`src/logic/pmwg_pkg.sv`:
```
// Purpose: shared constants and types of the program memory write guard
// Assumes: word addressed program memory, 512-word pages
// Notes:   register offsets are byte addresses on the apb slave

package pmwg_pkg;

   // ---------------------------------------------------------------
   // geometry
   // ---------------------------------------------------------------
   localparam int ADDR_W    = 24;
   localparam int PAGE_BITS = 9;
   localparam int FP_W      = 6;
   localparam int PAGE_W    = ADDR_W - PAGE_BITS;
   localparam int CFG_W     = 11;
   localparam int CNT_W     = 16;

   // ---------------------------------------------------------------
   // register map
   // ---------------------------------------------------------------
   localparam int          PADDR_W    = 12;
   localparam logic [11:0] OFF_CFG    = 12'h000;
   localparam logic [11:0] OFF_SHADOW = 12'h004;
   localparam logic [11:0] OFF_STATUS = 12'h008;
   localparam logic [11:0] OFF_DENYCT = 12'h00C;
   localparam logic [11:0] OFF_DENYAD = 12'h010;

   // status bits
   localparam int ST_PARITY = 0;
   localparam int ST_DENY   = 1;
   localparam int ST_EXTREF = 2;
   localparam int ST_MISM   = 3;

   // ---------------------------------------------------------------
   // types
   // ---------------------------------------------------------------
   typedef struct packed {
      logic [FP_W-1:0] boundary_page_select;
      logic            last_page_lock;
      logic            segment_end_select;
      logic            segment_protect_disable;
      logic            global_write_protect;
      logic            global_code_protect;
   } pmwg_cfg_t;

   // unprogrammed: every protection off
   localparam pmwg_cfg_t CFG_RST = 11'h7FF;

   typedef struct packed {
      logic              valid;
      logic              erase;
      logic [ADDR_W-1:0] addr;
   } pmwg_req_t;

   typedef struct packed {
      logic              valid;
      logic              write;
      logic [ADDR_W-1:0] addr;
   } pmwg_ext_t;

endpackage

```
`src/logic/pmwg_guard.sv`:
```
// Purpose: program memory write guard with apb configuration port
// Assumes: requests are synchronous to pclk, one cycle per request
// Notes:   allow outputs are combinational, status comes from flops
//
// Contract
// - code protect refuses external reads and writes
// - write protect low blocks internal writes
// - segment hit withholds the safety interlock
// - segment protection only adds to global
// - segment enabled only when disable is zero
// - boundary page itself always protected
// - bottom mode protects zero through page
// - top mode protects page through end
// - last-page lock zero protects final page
// - disabled segment adds no protection
// - end zero, lock one protects upward
// - complementary shadow compared with live copy
// - mismatch raises parity error and reset
// - code protect also guards configuration words
//
// The APB register port and the address map were chosen for this implementation.

`timescale 1ns/1ns

module pmwg_guard #(
   parameter int NUM_PAGES = 64
) (
   input  wire logic                         pclk,
   input  wire logic                         presetn,
   input  wire logic                         psel,
   input  wire logic                         penable,
   input  wire logic                         pwrite,
   input  wire logic [pmwg_pkg::PADDR_W-1:0] paddr,
   input  wire logic [31:0]                  pwdata,
   input  wire logic [3:0]                   pstrb,
   output logic      [31:0]                  prdata,
   output logic                              pready,
   output logic                              pslverr,
   input  wire pmwg_pkg::pmwg_req_t          nvm_req,
   output logic                              nvm_allow,
   output logic                              nvm_interlock_en,
   input  wire pmwg_pkg::pmwg_ext_t          ext_req,
   output logic                              ext_allow,
   output logic                              device_reset_req
);
   import pmwg_pkg::*;

   localparam logic [PAGE_W-1:0] LAST_PG = PAGE_W'(NUM_PAGES - 1);

   // ---------------------------------------------------------------
   // helpers
   // ---------------------------------------------------------------
   function automatic logic [PAGE_W-1:0] page_of(input logic [ADDR_W-1:0] a);
      page_of = a[ADDR_W-1:PAGE_BITS];
   endfunction

   function automatic logic [31:0] merge(input logic [31:0] old,
                                         input logic [31:0] nw,
                                         input logic [3:0]  strb);
      logic [31:0] m;
      m = old;
      for (int i = 0; i < 4; i++) begin
         if (strb[i]) begin
            m[i*8 +: 8] = nw[i*8 +: 8];
         end
      end
      merge = m;
   endfunction

   function automatic logic seg_hit(input pmwg_cfg_t c,
                                    input logic [PAGE_W-1:0] pg);
      logic [PAGE_W-1:0] fp;
      logic              up;
      fp = {{(PAGE_W-FP_W){1'b0}}, c.boundary_page_select};
      up = c.segment_end_select | c.last_page_lock;
      seg_hit = 1'b0;
      if (!c.segment_protect_disable) begin
         if (up) begin
            seg_hit = (pg >= fp);
         end else begin
            seg_hit = (pg <= fp);
         end
      end
      if (!c.last_page_lock && pg == LAST_PG) begin
         seg_hit = 1'b1;
      end
   endfunction

   // ---------------------------------------------------------------
   // apb decode
   // ---------------------------------------------------------------
   logic        acc;
   logic        wr;
   logic        addr_ok;
   logic [31:0] wmerge;
   logic [31:0] smerge;

   assign acc     = psel & penable;
   assign wr      = acc & pwrite;
   assign addr_ok = (paddr == OFF_CFG) | (paddr == OFF_SHADOW) |
                    (paddr == OFF_STATUS) | (paddr == OFF_DENYCT) |
                    (paddr == OFF_DENYAD);
   assign pready  = 1'b1;
   assign pslverr = acc & ~addr_ok;

   // ---------------------------------------------------------------
   // configuration and shadow
   // ---------------------------------------------------------------
   pmwg_cfg_t          cfg_r;
   logic [CFG_W-1:0]   shadow_r;
   logic               mismatch;

   assign wmerge = merge({21'h0, cfg_r}, pwdata, pstrb);
   assign smerge = merge({21'h0, shadow_r}, pwdata, pstrb);

   always_ff @(posedge pclk or negedge presetn) begin
      if (!presetn) begin
         cfg_r <= CFG_RST;
      end else if (wr && paddr == OFF_CFG) begin
         cfg_r <= wmerge[CFG_W-1:0];
      end
   end

   always_ff @(posedge pclk or negedge presetn) begin
      if (!presetn) begin
         shadow_r <= ~CFG_RST;
      end else if (wr && paddr == OFF_CFG) begin
         shadow_r <= ~wmerge[CFG_W-1:0];
      end else if (wr && paddr == OFF_SHADOW) begin
         shadow_r <= smerge[CFG_W-1:0];
      end
   end

   assign mismatch = (cfg_r != ~shadow_r);

   // ---------------------------------------------------------------
   // parity error and device reset
   // ---------------------------------------------------------------
   logic par_r;
   logic rst_req_r;
   logic clr_wr;

   assign clr_wr = wr && paddr == OFF_STATUS;

   always_ff @(posedge pclk or negedge presetn) begin
      if (!presetn) begin
         par_r <= 1'b0;
      end else begin
         par_r <= mismatch | (par_r & ~(clr_wr & pwdata[ST_PARITY] & pstrb[0]));
      end
   end

   always_ff @(posedge pclk or negedge presetn) begin
      if (!presetn) begin
         rst_req_r <= 1'b0;
      end else begin
         rst_req_r <= mismatch;
      end
   end

   assign device_reset_req = rst_req_r;

   // ---------------------------------------------------------------
   // guard decision
   // ---------------------------------------------------------------
   logic [PAGE_W-1:0] req_pg;
   logic              gcp_on;
   logic              glob_blk;
   logic              seg_blk;

   assign req_pg = page_of(nvm_req.addr);
   assign gcp_on = ~cfg_r.global_code_protect;

   assign glob_blk = ~cfg_r.global_write_protect | (gcp_on & req_pg == LAST_PG);

   assign seg_blk = seg_hit(cfg_r, req_pg);

   assign nvm_allow = ~(glob_blk | seg_blk | mismatch | (req_pg > LAST_PG));

   assign nvm_interlock_en = nvm_req.valid & nvm_allow;

   assign ext_allow = ~gcp_on & ~mismatch;

   // ---------------------------------------------------------------
   // status record
   // ---------------------------------------------------------------
   logic              deny_r;
   logic              extref_r;
   logic [CNT_W-1:0]  deny_cnt_r;
   logic [ADDR_W-1:0] deny_addr_r;
   logic              denied;
   logic              ext_ref;

   assign denied  = nvm_req.valid & ~nvm_allow;
   assign ext_ref = ext_req.valid & ~ext_allow;

   always_ff @(posedge pclk or negedge presetn) begin
      if (!presetn) begin
         deny_r <= 1'b0;
      end else begin
         deny_r <= denied | (deny_r & ~(clr_wr & pwdata[ST_DENY] & pstrb[0]));
      end
   end

   always_ff @(posedge pclk or negedge presetn) begin
      if (!presetn) begin
         extref_r <= 1'b0;
      end else begin
         extref_r <= ext_ref | (extref_r & ~(clr_wr & pwdata[ST_EXTREF] & pstrb[0]));
      end
   end

   always_ff @(posedge pclk or negedge presetn) begin
      if (!presetn) begin
         deny_cnt_r <= '0;
      end else if (denied && deny_cnt_r != {CNT_W{1'b1}}) begin
         deny_cnt_r <= deny_cnt_r + CNT_W'(1);
      end
   end

   always_ff @(posedge pclk or negedge presetn) begin
      if (!presetn) begin
         deny_addr_r <= '0;
      end else if (denied) begin
         deny_addr_r <= nvm_req.addr;
      end
   end

   // ---------------------------------------------------------------
   // read data
   // ---------------------------------------------------------------
   always_ff @(posedge pclk or negedge presetn) begin
      if (!presetn) begin
         prdata <= 32'h0;
      end else if (psel && !penable && !pwrite) begin
         unique case (paddr)
            OFF_CFG:    prdata <= {21'h0, cfg_r};
            OFF_SHADOW: prdata <= {21'h0, shadow_r};
            OFF_STATUS: prdata <= {28'h0, mismatch, extref_r, deny_r, par_r};
            OFF_DENYCT: prdata <= {16'h0, deny_cnt_r};
            OFF_DENYAD: prdata <= {8'h0, deny_addr_r};
            default:    prdata <= 32'h0;
         endcase
      end
   end

   logic [PAGE_W-1:0] fp_pg;
   assign fp_pg = {{(PAGE_W-FP_W){1'b0}}, cfg_r.boundary_page_select};
endmodule

```
`config.mk`:
```
export PLATFORM = sky130hd
export DESIGN_NAME = pmwg_guard
export DESIGN_NICKNAME = d
export VERILOG_FILES = /design/src/logic/pmwg_pkg.sv /design/src/logic/pmwg_guard.sv
export SDC_FILE = /design/constraint.sdc
export NUM_CORES = 1
export LEC_CHECK = 0
export ABC_CLOCK_PERIOD_IN_PS = 3000
export BUFFER_PORTS_ARGS = -buffer_cell sky130_fd_sc_hd__buf_4
export CAP_MARGIN = 20
export CORE_UTILIZATION = 50
export CTS_CLUSTER_DIAMETER = 150
export DETAILED_ROUTE_END_ITERATION = 6
export GPL_ROUTABILITY_DRIVEN = 0
export PLACE_DENSITY = 0.78
export SYNTH_ARGS = -nofsm -noshare
export SYNTH_HDL_FRONTEND = slang
export SYNTH_SLANG_ARGS = --single-unit
export TNS_END_PERCENT = 100
```
`constraint.sdc`:
```
create_clock -name pclk -period 3 [get_ports pclk]
set_input_delay 0.45 -clock pclk [delete_from_list [all_inputs] [get_ports pclk]]
set_output_delay 0.45 -clock pclk [all_outputs]
set_load 0.1 [all_outputs]
```
# ---- Word-level counts from Yosys, hierarchy flattened
# Cells that the tools add are included.
dict set report totals {
  register_bits 98
  inputBits 105
}
dict set report op_classes {
  addsub 1
  magnitude_cmp 3
  eq_ne 7
  muxes 10
  bitwise_logic 40
  n_reduce_logical 16
}
# cell n
set op_table {}
lappend op_table {{$pmux 24 s5} 1}
lappend op_table {{$eq 12x4->1 const B} 2}
lappend op_table {{$mux 11} 2}
lappend op_table {{$not 11->11} 2}
lappend op_table {{$and 1x1->1} 17}
lappend op_table {{$add 16x1->16 const B} 1}
lappend op_table {{$mux 8} 2}
lappend op_table {{$ne 16x16->1 const B} 1}
lappend op_table {{$eq 15x6->1 const B} 1}
lappend op_table {{$ge 15x6->1} 1}
lappend op_table {{$gt 15x6->1 const B} 1}
lappend op_table {{$le 15x6->1} 1}
lappend op_table {{$eq 12x3->1 const B} 1}
lappend op_table {{$eq 12x5->1 const B} 1}
lappend op_table {{$logic_not 12->1} 1}
lappend op_table {{$or 1x1->1} 12}
lappend op_table {{$ne 11x11->1} 1}
lappend op_table {{$not 1->1} 9}
lappend op_table {{$logic_and 1x1->1} 7}
lappend op_table {{$mux 3} 2}
lappend op_table {{$reduce_bool 2->1} 3}
lappend op_table {{$reduce_and 2->1} 2}
lappend op_table {{$logic_not 1->1} 3}
lappend op_table {{$mux 1} 3}

# ---- Logic depth before layout (Yosys ltp)
dict set report logic_depth {
  depth_word 9
  ltp_mapped 10
  depth_no_buf 9
}

# ---- Least setup slack after synthesis
# Ideal clock, no wire load.
dict set report synth_path {
  path_type {reg-to-output}
  from {register cfg_r[7] in the netlist's numbering}
  to {output port nvm_interlock_en}
  arrival_ps 3947
  t_required_ps 2550
  setup_slack_ps -1397
  path_stages_with_launch 9
  cell_sequence {dfstp_2 > inv_1 > ha_1 > a21oi_1 > o21ai_0 > a221oi_1 > mux2i_1 > a21oi_1 > and2_1}
}
dict set report synth_between {
  elab_chain_cells 9
  elab_cells_between_ends 11
}
# element line
set synth_lines {}
lappend synth_lines {{from (decl)} pmwg_guard.sv:109} ;# pmwg_cfg_t cfg_r;
lappend synth_lines {{from (signal assigned)} pmwg_guard.sv:120} ;# cfg_r <= wmerge[CFG_W-1:0];
lappend synth_lines {{$le 15x6->1 or $ge 15x6->1 (tied branches)} {pmwg_guard.sv:81, pmwg_guard.sv:79}}
lappend synth_lines {{$mux 1} pmwg_guard.sv:78} ;# if (up) begin
lappend synth_lines {{$mux 1} pmwg_guard.sv:77} ;# if (!c.segment_protect_disable) begin
lappend synth_lines {{$mux 1} pmwg_guard.sv:84} ;# if (!c.last_page_lock && pg == LAST_PG) begin
lappend synth_lines {{$or 1x1->1} pmwg_guard.sv:178} ;# assign nvm_allow = ~(glob_blk | seg_blk | mismatch | (req_pg > LAST_PG));
lappend synth_lines {{$or 1x1->1 (*) (2 in series)} pmwg_guard.sv:178}
lappend synth_lines {{$not 1->1 (*)} pmwg_guard.sv:178}
lappend synth_lines {{net nvm_allow} pmwg_guard.sv:40} ;# output logic nvm_allow,
lappend synth_lines {{$and 1x1->1 (*)} pmwg_guard.sv:180} ;# assign nvm_interlock_en = nvm_req.valid & nvm_allow;
lappend synth_lines {{to (decl)} pmwg_guard.sv:41} ;# output logic nvm_interlock_en,
# The timed path passes the listed nets; every way through them passes the cells marked *.

# ---- Worst setup path in the final report
dict set report layout_path {
  from {register cfg_r[7] in the netlist's numbering}
  to {output port nvm_interlock_en}
}
dict set report layout_between {
  elab_chain_cells 9
  elab_cells_between_ends 11
}
# element line
set layout_lines {}
lappend layout_lines {{$le 15x6->1 or $ge 15x6->1 (tied branches)} {pmwg_guard.sv:81, pmwg_guard.sv:79}}
lappend layout_lines {{$mux 1} pmwg_guard.sv:78}
lappend layout_lines {{$mux 1} pmwg_guard.sv:77}
lappend layout_lines {{$mux 1} pmwg_guard.sv:84}
lappend layout_lines {{$or 1x1->1} pmwg_guard.sv:178}
lappend layout_lines {{$or 1x1->1 (*) (2 in series)} pmwg_guard.sv:178}
lappend layout_lines {{$not 1->1 (*)} pmwg_guard.sv:178}
lappend layout_lines {{$and 1x1->1 (*)} pmwg_guard.sv:180}
# Mark *: on every way between the ends. The rest lies on a longest branch, timed or not.

==> results by group <==
Outcome
  – Run status: completed

Synthesis
  – Post-Synth XOR/XNOR Area: 0.04672
  – Number of synthesized register bits: 90
  – Simple-gate portion of the synthesized area: 0.1762
  – Main flop type after synthesis: dfrtp_1
  – Cells after synthesis: 457
  – Share of Yosys cell area claimed by the top area cell type: 0.4218
  – Part of the Yosys area used for sequential elements: 0.4834
  – Multiplexer share of the synthesized area: 0.1356
  – Cells taking the most area after synthesis: dfrtp_1 42%, mux2_2 8.4%, dfstp_2 6.2%, nand2_1 6.1%, xor2_1 4.3%
  – Number of flops mapped to enable cells by yosys: 0
  – Library cell with the largest summed area after synthesis: dfrtp_1
  – Synth cell types: 49
  – Arithmetic-cell share of the synthesized area counting full adders, half adders and majority gates: 0.01869
  – Netlist area before placement: 4687 sq um
  – Main combinational cell family by area after synthesis: simple AND/OR/NAND/NOR gates
  – Warnings from Yosys: 0
  – Fraction of the mapped netlist area in compound gates: 0.08996
  – Fraction of synthesis flops using an asynchronous set or reset pin: 1.000
  – Post-synthesis average cell area: 10.26 sq um

Final layout
  – Design area: 5834 sq um
  – Fin util: 0.6562
  – Share of post-route cells with drive strength above 1: 0.3484
  – Final-stage net count: 661
  – Area added between synthesis and finish: 24.48%
  – Final antenna diode count: 0

Global route
  – Initial antenna violation count: 0
  – Number of global-route vias before repair: 3,634
  – First-pass GRT wire length: 18,100 um
  – Largest net degree at the start of global routing: 85
  – Global-route usage over all layers: 0.2374
  – Total gr overflow: 0

Drt
  – Routed vias/inst: 5.610
  – Via count of the routed design: 3,714
  – Drt total wl: 11,050 um
  – Number of design-rule violations left by the first detailed-router iteration: 122
  – Pre-antenna DRT Iters: 6
  – DRC viols: 0
  – Antenna-violating nets left: 0
  – Routed length per placed instance: 16.68 um

Floorplanning
  – CORE AREA: 8891 sq um
  – Std cell rows: 34
  – Die width: 98.82 um
  – Initial cell density of the core: 0.5272
  – Die extent in y: 98.82 um
  – Die area: 9765 sq um
  – Boundary Pins: 143

Setup path
  – Source of the worst register-to-register timing path: cfg_r[7]$_DFFE_PN1P_
  – Critical path startpoint: cfg_r[7]$_DFFE_PN1P_
  – Slowest cell delay on critical path: 0.56 ns
  – Arrival @ worst endpoint: 2.55 ns
  – Required time at the endpoint of the critical path: 2.55 ns
  – Family of cells with the greatest summed delay on the critical path: compound AO/OA/AOI/OAI gates
  – Worst setup path class: flop to output pin
  – Chain of cells forming the critical path: inv_1 > ha_4 > a21oi_2 > o21ai_1 > a221oi_2 > mux2i_1 > a21oi_2 > and2_4 > buf_12
  – Setup crit end kind: output pin
  – CP startpoint kind: flop
  – Critical Path Fanout Max: 3
  – Crit. path cell count: 9
  – Most prevalent standard cell on the critical path: a21oi_2
  – Cell at the slowest stage of the critical path: dfstp_2
  – R2r worst-path depth: 12
  – Number of buffers and inverters on the critical path: 2

Timing
  – Maximum clock frequency: 333.5 MHz
  – Final Skew: 0.01072 ns
  – Number of pins with negative max-slew slack in the final report: 0
  – Hold violation count in the final report: 0
  – Share of the clock period used by the worst path: 0.9995
  – Final-report setup violation count: 0
  – Worst slew margin relative to its limit: 0.4204
  – Measured slew at the worst slew-check pin: 0.8673 ns
  – Post-layout minimum cycle time: 2.999 ns

Clock network
  – TritonCTS clock tree: yes
  – Number of CTS-inserted buffers: 9
  – Source-to-sink clock delay at the later pin of the worst-skew pair: 0.36 ns
  – Number of buffers on the longest clock path: 2
  – Clock transition at the registers of the reported paths: 0.09 ns
  – CTS sink count: 90
  – Cell at the root of the clock tree: clkbuf_8
  – H-tree lvl count: 3

Flow run
  – Max-capacitance violation count: 0

Place
  – IO buf count: 84
  – Dpl cell area: 5413 sq um
  – Post-DP HPWL: 7581 um

Power
  – Static Leak: 2.697 nW
  – Power density cells: 489.7 nW/um^2
  – Max rail drop VDD: 0.2995 mV

Hold path
  – Tightest Hold Check Type: primary input to asynchronous set/reset pin
-- where the power goes --
group | total (mW) | switching (mW) | leakage, nW | internal [mW]
registers | 1.43 | 0.106 | 1.11 | 1.32
clock network | 0.963 | 0.461 | 0.115 | 0.502
logic | 0.467 | 0.274 | 1.48 | 0.193
total | 2.86 | 0.841 | 2.70 | 2.02
-- flip-flops by register name, summed over array words and instances (netlist names) --
| signal | cells |
|---|---|
| deny_addr_r | 24 |
| device_reset_req | 1 |
| deny_r | 1 |
| prdata | 24 |
| shadow_r | 11 |
| deny_cnt_r | 16 |
| extref_r | 1 |
| cfg_r | 11 |
| par_r | 1 |
-- cells by family (layout without fill, tap and decap cells) --
logic type | Yosys count | count (layout)
muxes | 55 | 55
xor gates and xnor gates | 25 | 25
buffers and inverters | 43 | 133
AOI/OAI and AO/OA | 61 | 61
DFF | 90 | 90
and+or+nand+nor | 174 | 174
other | 2 | 9
adders and majority gates | 7 | 7
-- path summary, 6_finish.rpt --
kind	slack (ns)	end
max	0.001	nvm_interlock_en
min	0.04	shadow_r[8]$_DFFE_PN0P_
max reg2reg	0.11	deny_cnt_r[1]$_DFFE_PN0P_
min reg2reg	0.48	prdata[18]$_DFFE_PN0P_
max in group asynchronous	2.36	deny_cnt_r[14]$_DFFE_PN0P_
min in group pclk	0.31	deny_addr_r[8]$_DFFE_PN0P_
-- timing repair --
| action | in CTS | in global routing |
|---|---|---|
| pin swaps | 2 | 2 |
| setup buffers | 2 | 7 |
| hold endpoints to repair | 0 | 0 |
| resized for setup | 5 | 8 |
| endpoints found under the setup margin | 2 | 4 |
| hold buffers | 0 | 0 |
-- synth_stat cells (2+ instances only) --
| cell type | number |
|---|---|
| dfrtp_1 | 79 |
| nand2_1 | 76 |
| mux2_2 | 35 |
| nor2_1 | 34 |
| xor2_1 | 23 |
| nand3_1 | 20 |
| o21ai_0 | 19 |
| mux2i_1 | 14 |
| nor3_1 | 14 |
| inv_1 | 12 |
| dfstp_2 | 11 |
| a221oi_1 | 10 |
| buf_4 | 10 |
| clkbuf_1 | 10 |
| a31oi_1 | 8 |
| buf_2 | 8 |
| ha_1 | 7 |
| a21oi_1 | 6 |
| a22oi_1 | 6 |
| nor4_1 | 5 |
| nand4_1 | 4 |
| and2_1 | 3 |
| mux2_1 | 3 |
| mux4_2 | 3 |
| nor4b_1 | 3 |
| or3_1 | 3 |
| a211oi_1 | 2 |
| a211oi_2 | 2 |
| buf_6 | 2 |
| conb_1 | 2 |
| nor3b_1 | 2 |
| o211ai_1 | 2 |
| o211ai_2 | 2 |
| xnor2_1 | 2 |
-- through the flow --
step | power [mW] | TNS, ns | hold WS [ns] | setup WS (ns) | instances
6_report | 2.857 | 0 | 0.03864 | 0.001450 | 662
5_1_grt | 2.976 | -0.1243 | 0.06694 | -0.06548 | 662
4_1_cts | 2.851 | 0 | 0.3116 | 0.01501 | 654
3_5_place_dp | 1.895 | 0 | 0.4603 | 0.1692 | 636
3_3_place_gp | 1.872 | 0 | 0.4506 | 0.2258 | 636
2_1_floorplan | 1.725 | -0.7356 | 0.1544 | -0.7356 | 464
-- final cells by class --
class	count	area (sq um)
clock buffers	10	137.6
clock inverters	6	96.34
fillers	711	3057
inverters	12	45.04
multi-input cells	331	2321
flip-flops and latches	90	2266
well taps	108	135.1
repair buffers	105	833.3
-- routing by layer --
layer / global-route usage / vias to the layer above / part of all wire
met3: 0.03262 / 21 / 0.047
li1: - / 1771 / -
met1: 0.3266 / 1802 / 0.44
met2: 0.3911 / 120 / 0.50
met4: 0.07577 / 0 / 0.021
met5: 0 / - / 0
-- worst reg2reg max path, delay by kind of cell (launching register included) --
kind                     cells  cell delay, ns
buffers and inverters        4            0.52
adder cells (fa/ha/maj)      1            0.22
multiplexers                 2            0.70
AO/OA/AOI/OAI                4            0.59
AND/OR/NAND/NOR              1            0.19
flip-flops                   1            0.56
-- layout by cell type (no fill, tap or decap), types with 3 or more instances in the layout --
cell type and instances:
xor2_1 23, nor4b_1 3, or3_1 3, mux4_2 3, a21oi_1 4, nand2_1 76
inv_1 12, a22oi_1 6, nand4_1 4, nor2_1 34, o21ai_0 18, dfrtp_1 79
a221oi_1 9, conb_1 9, ha_4 5, mux2_2 35, nand3_1 19, clkbuf_8 10
mux2_1 3, mux2i_1 14, dfstp_2 11, buf_4 102, nor3_1 13, nor4_1 5
a21oi_2 3, a31oi_1 8
Note: power is estimated with default switching activity, not from simulation.
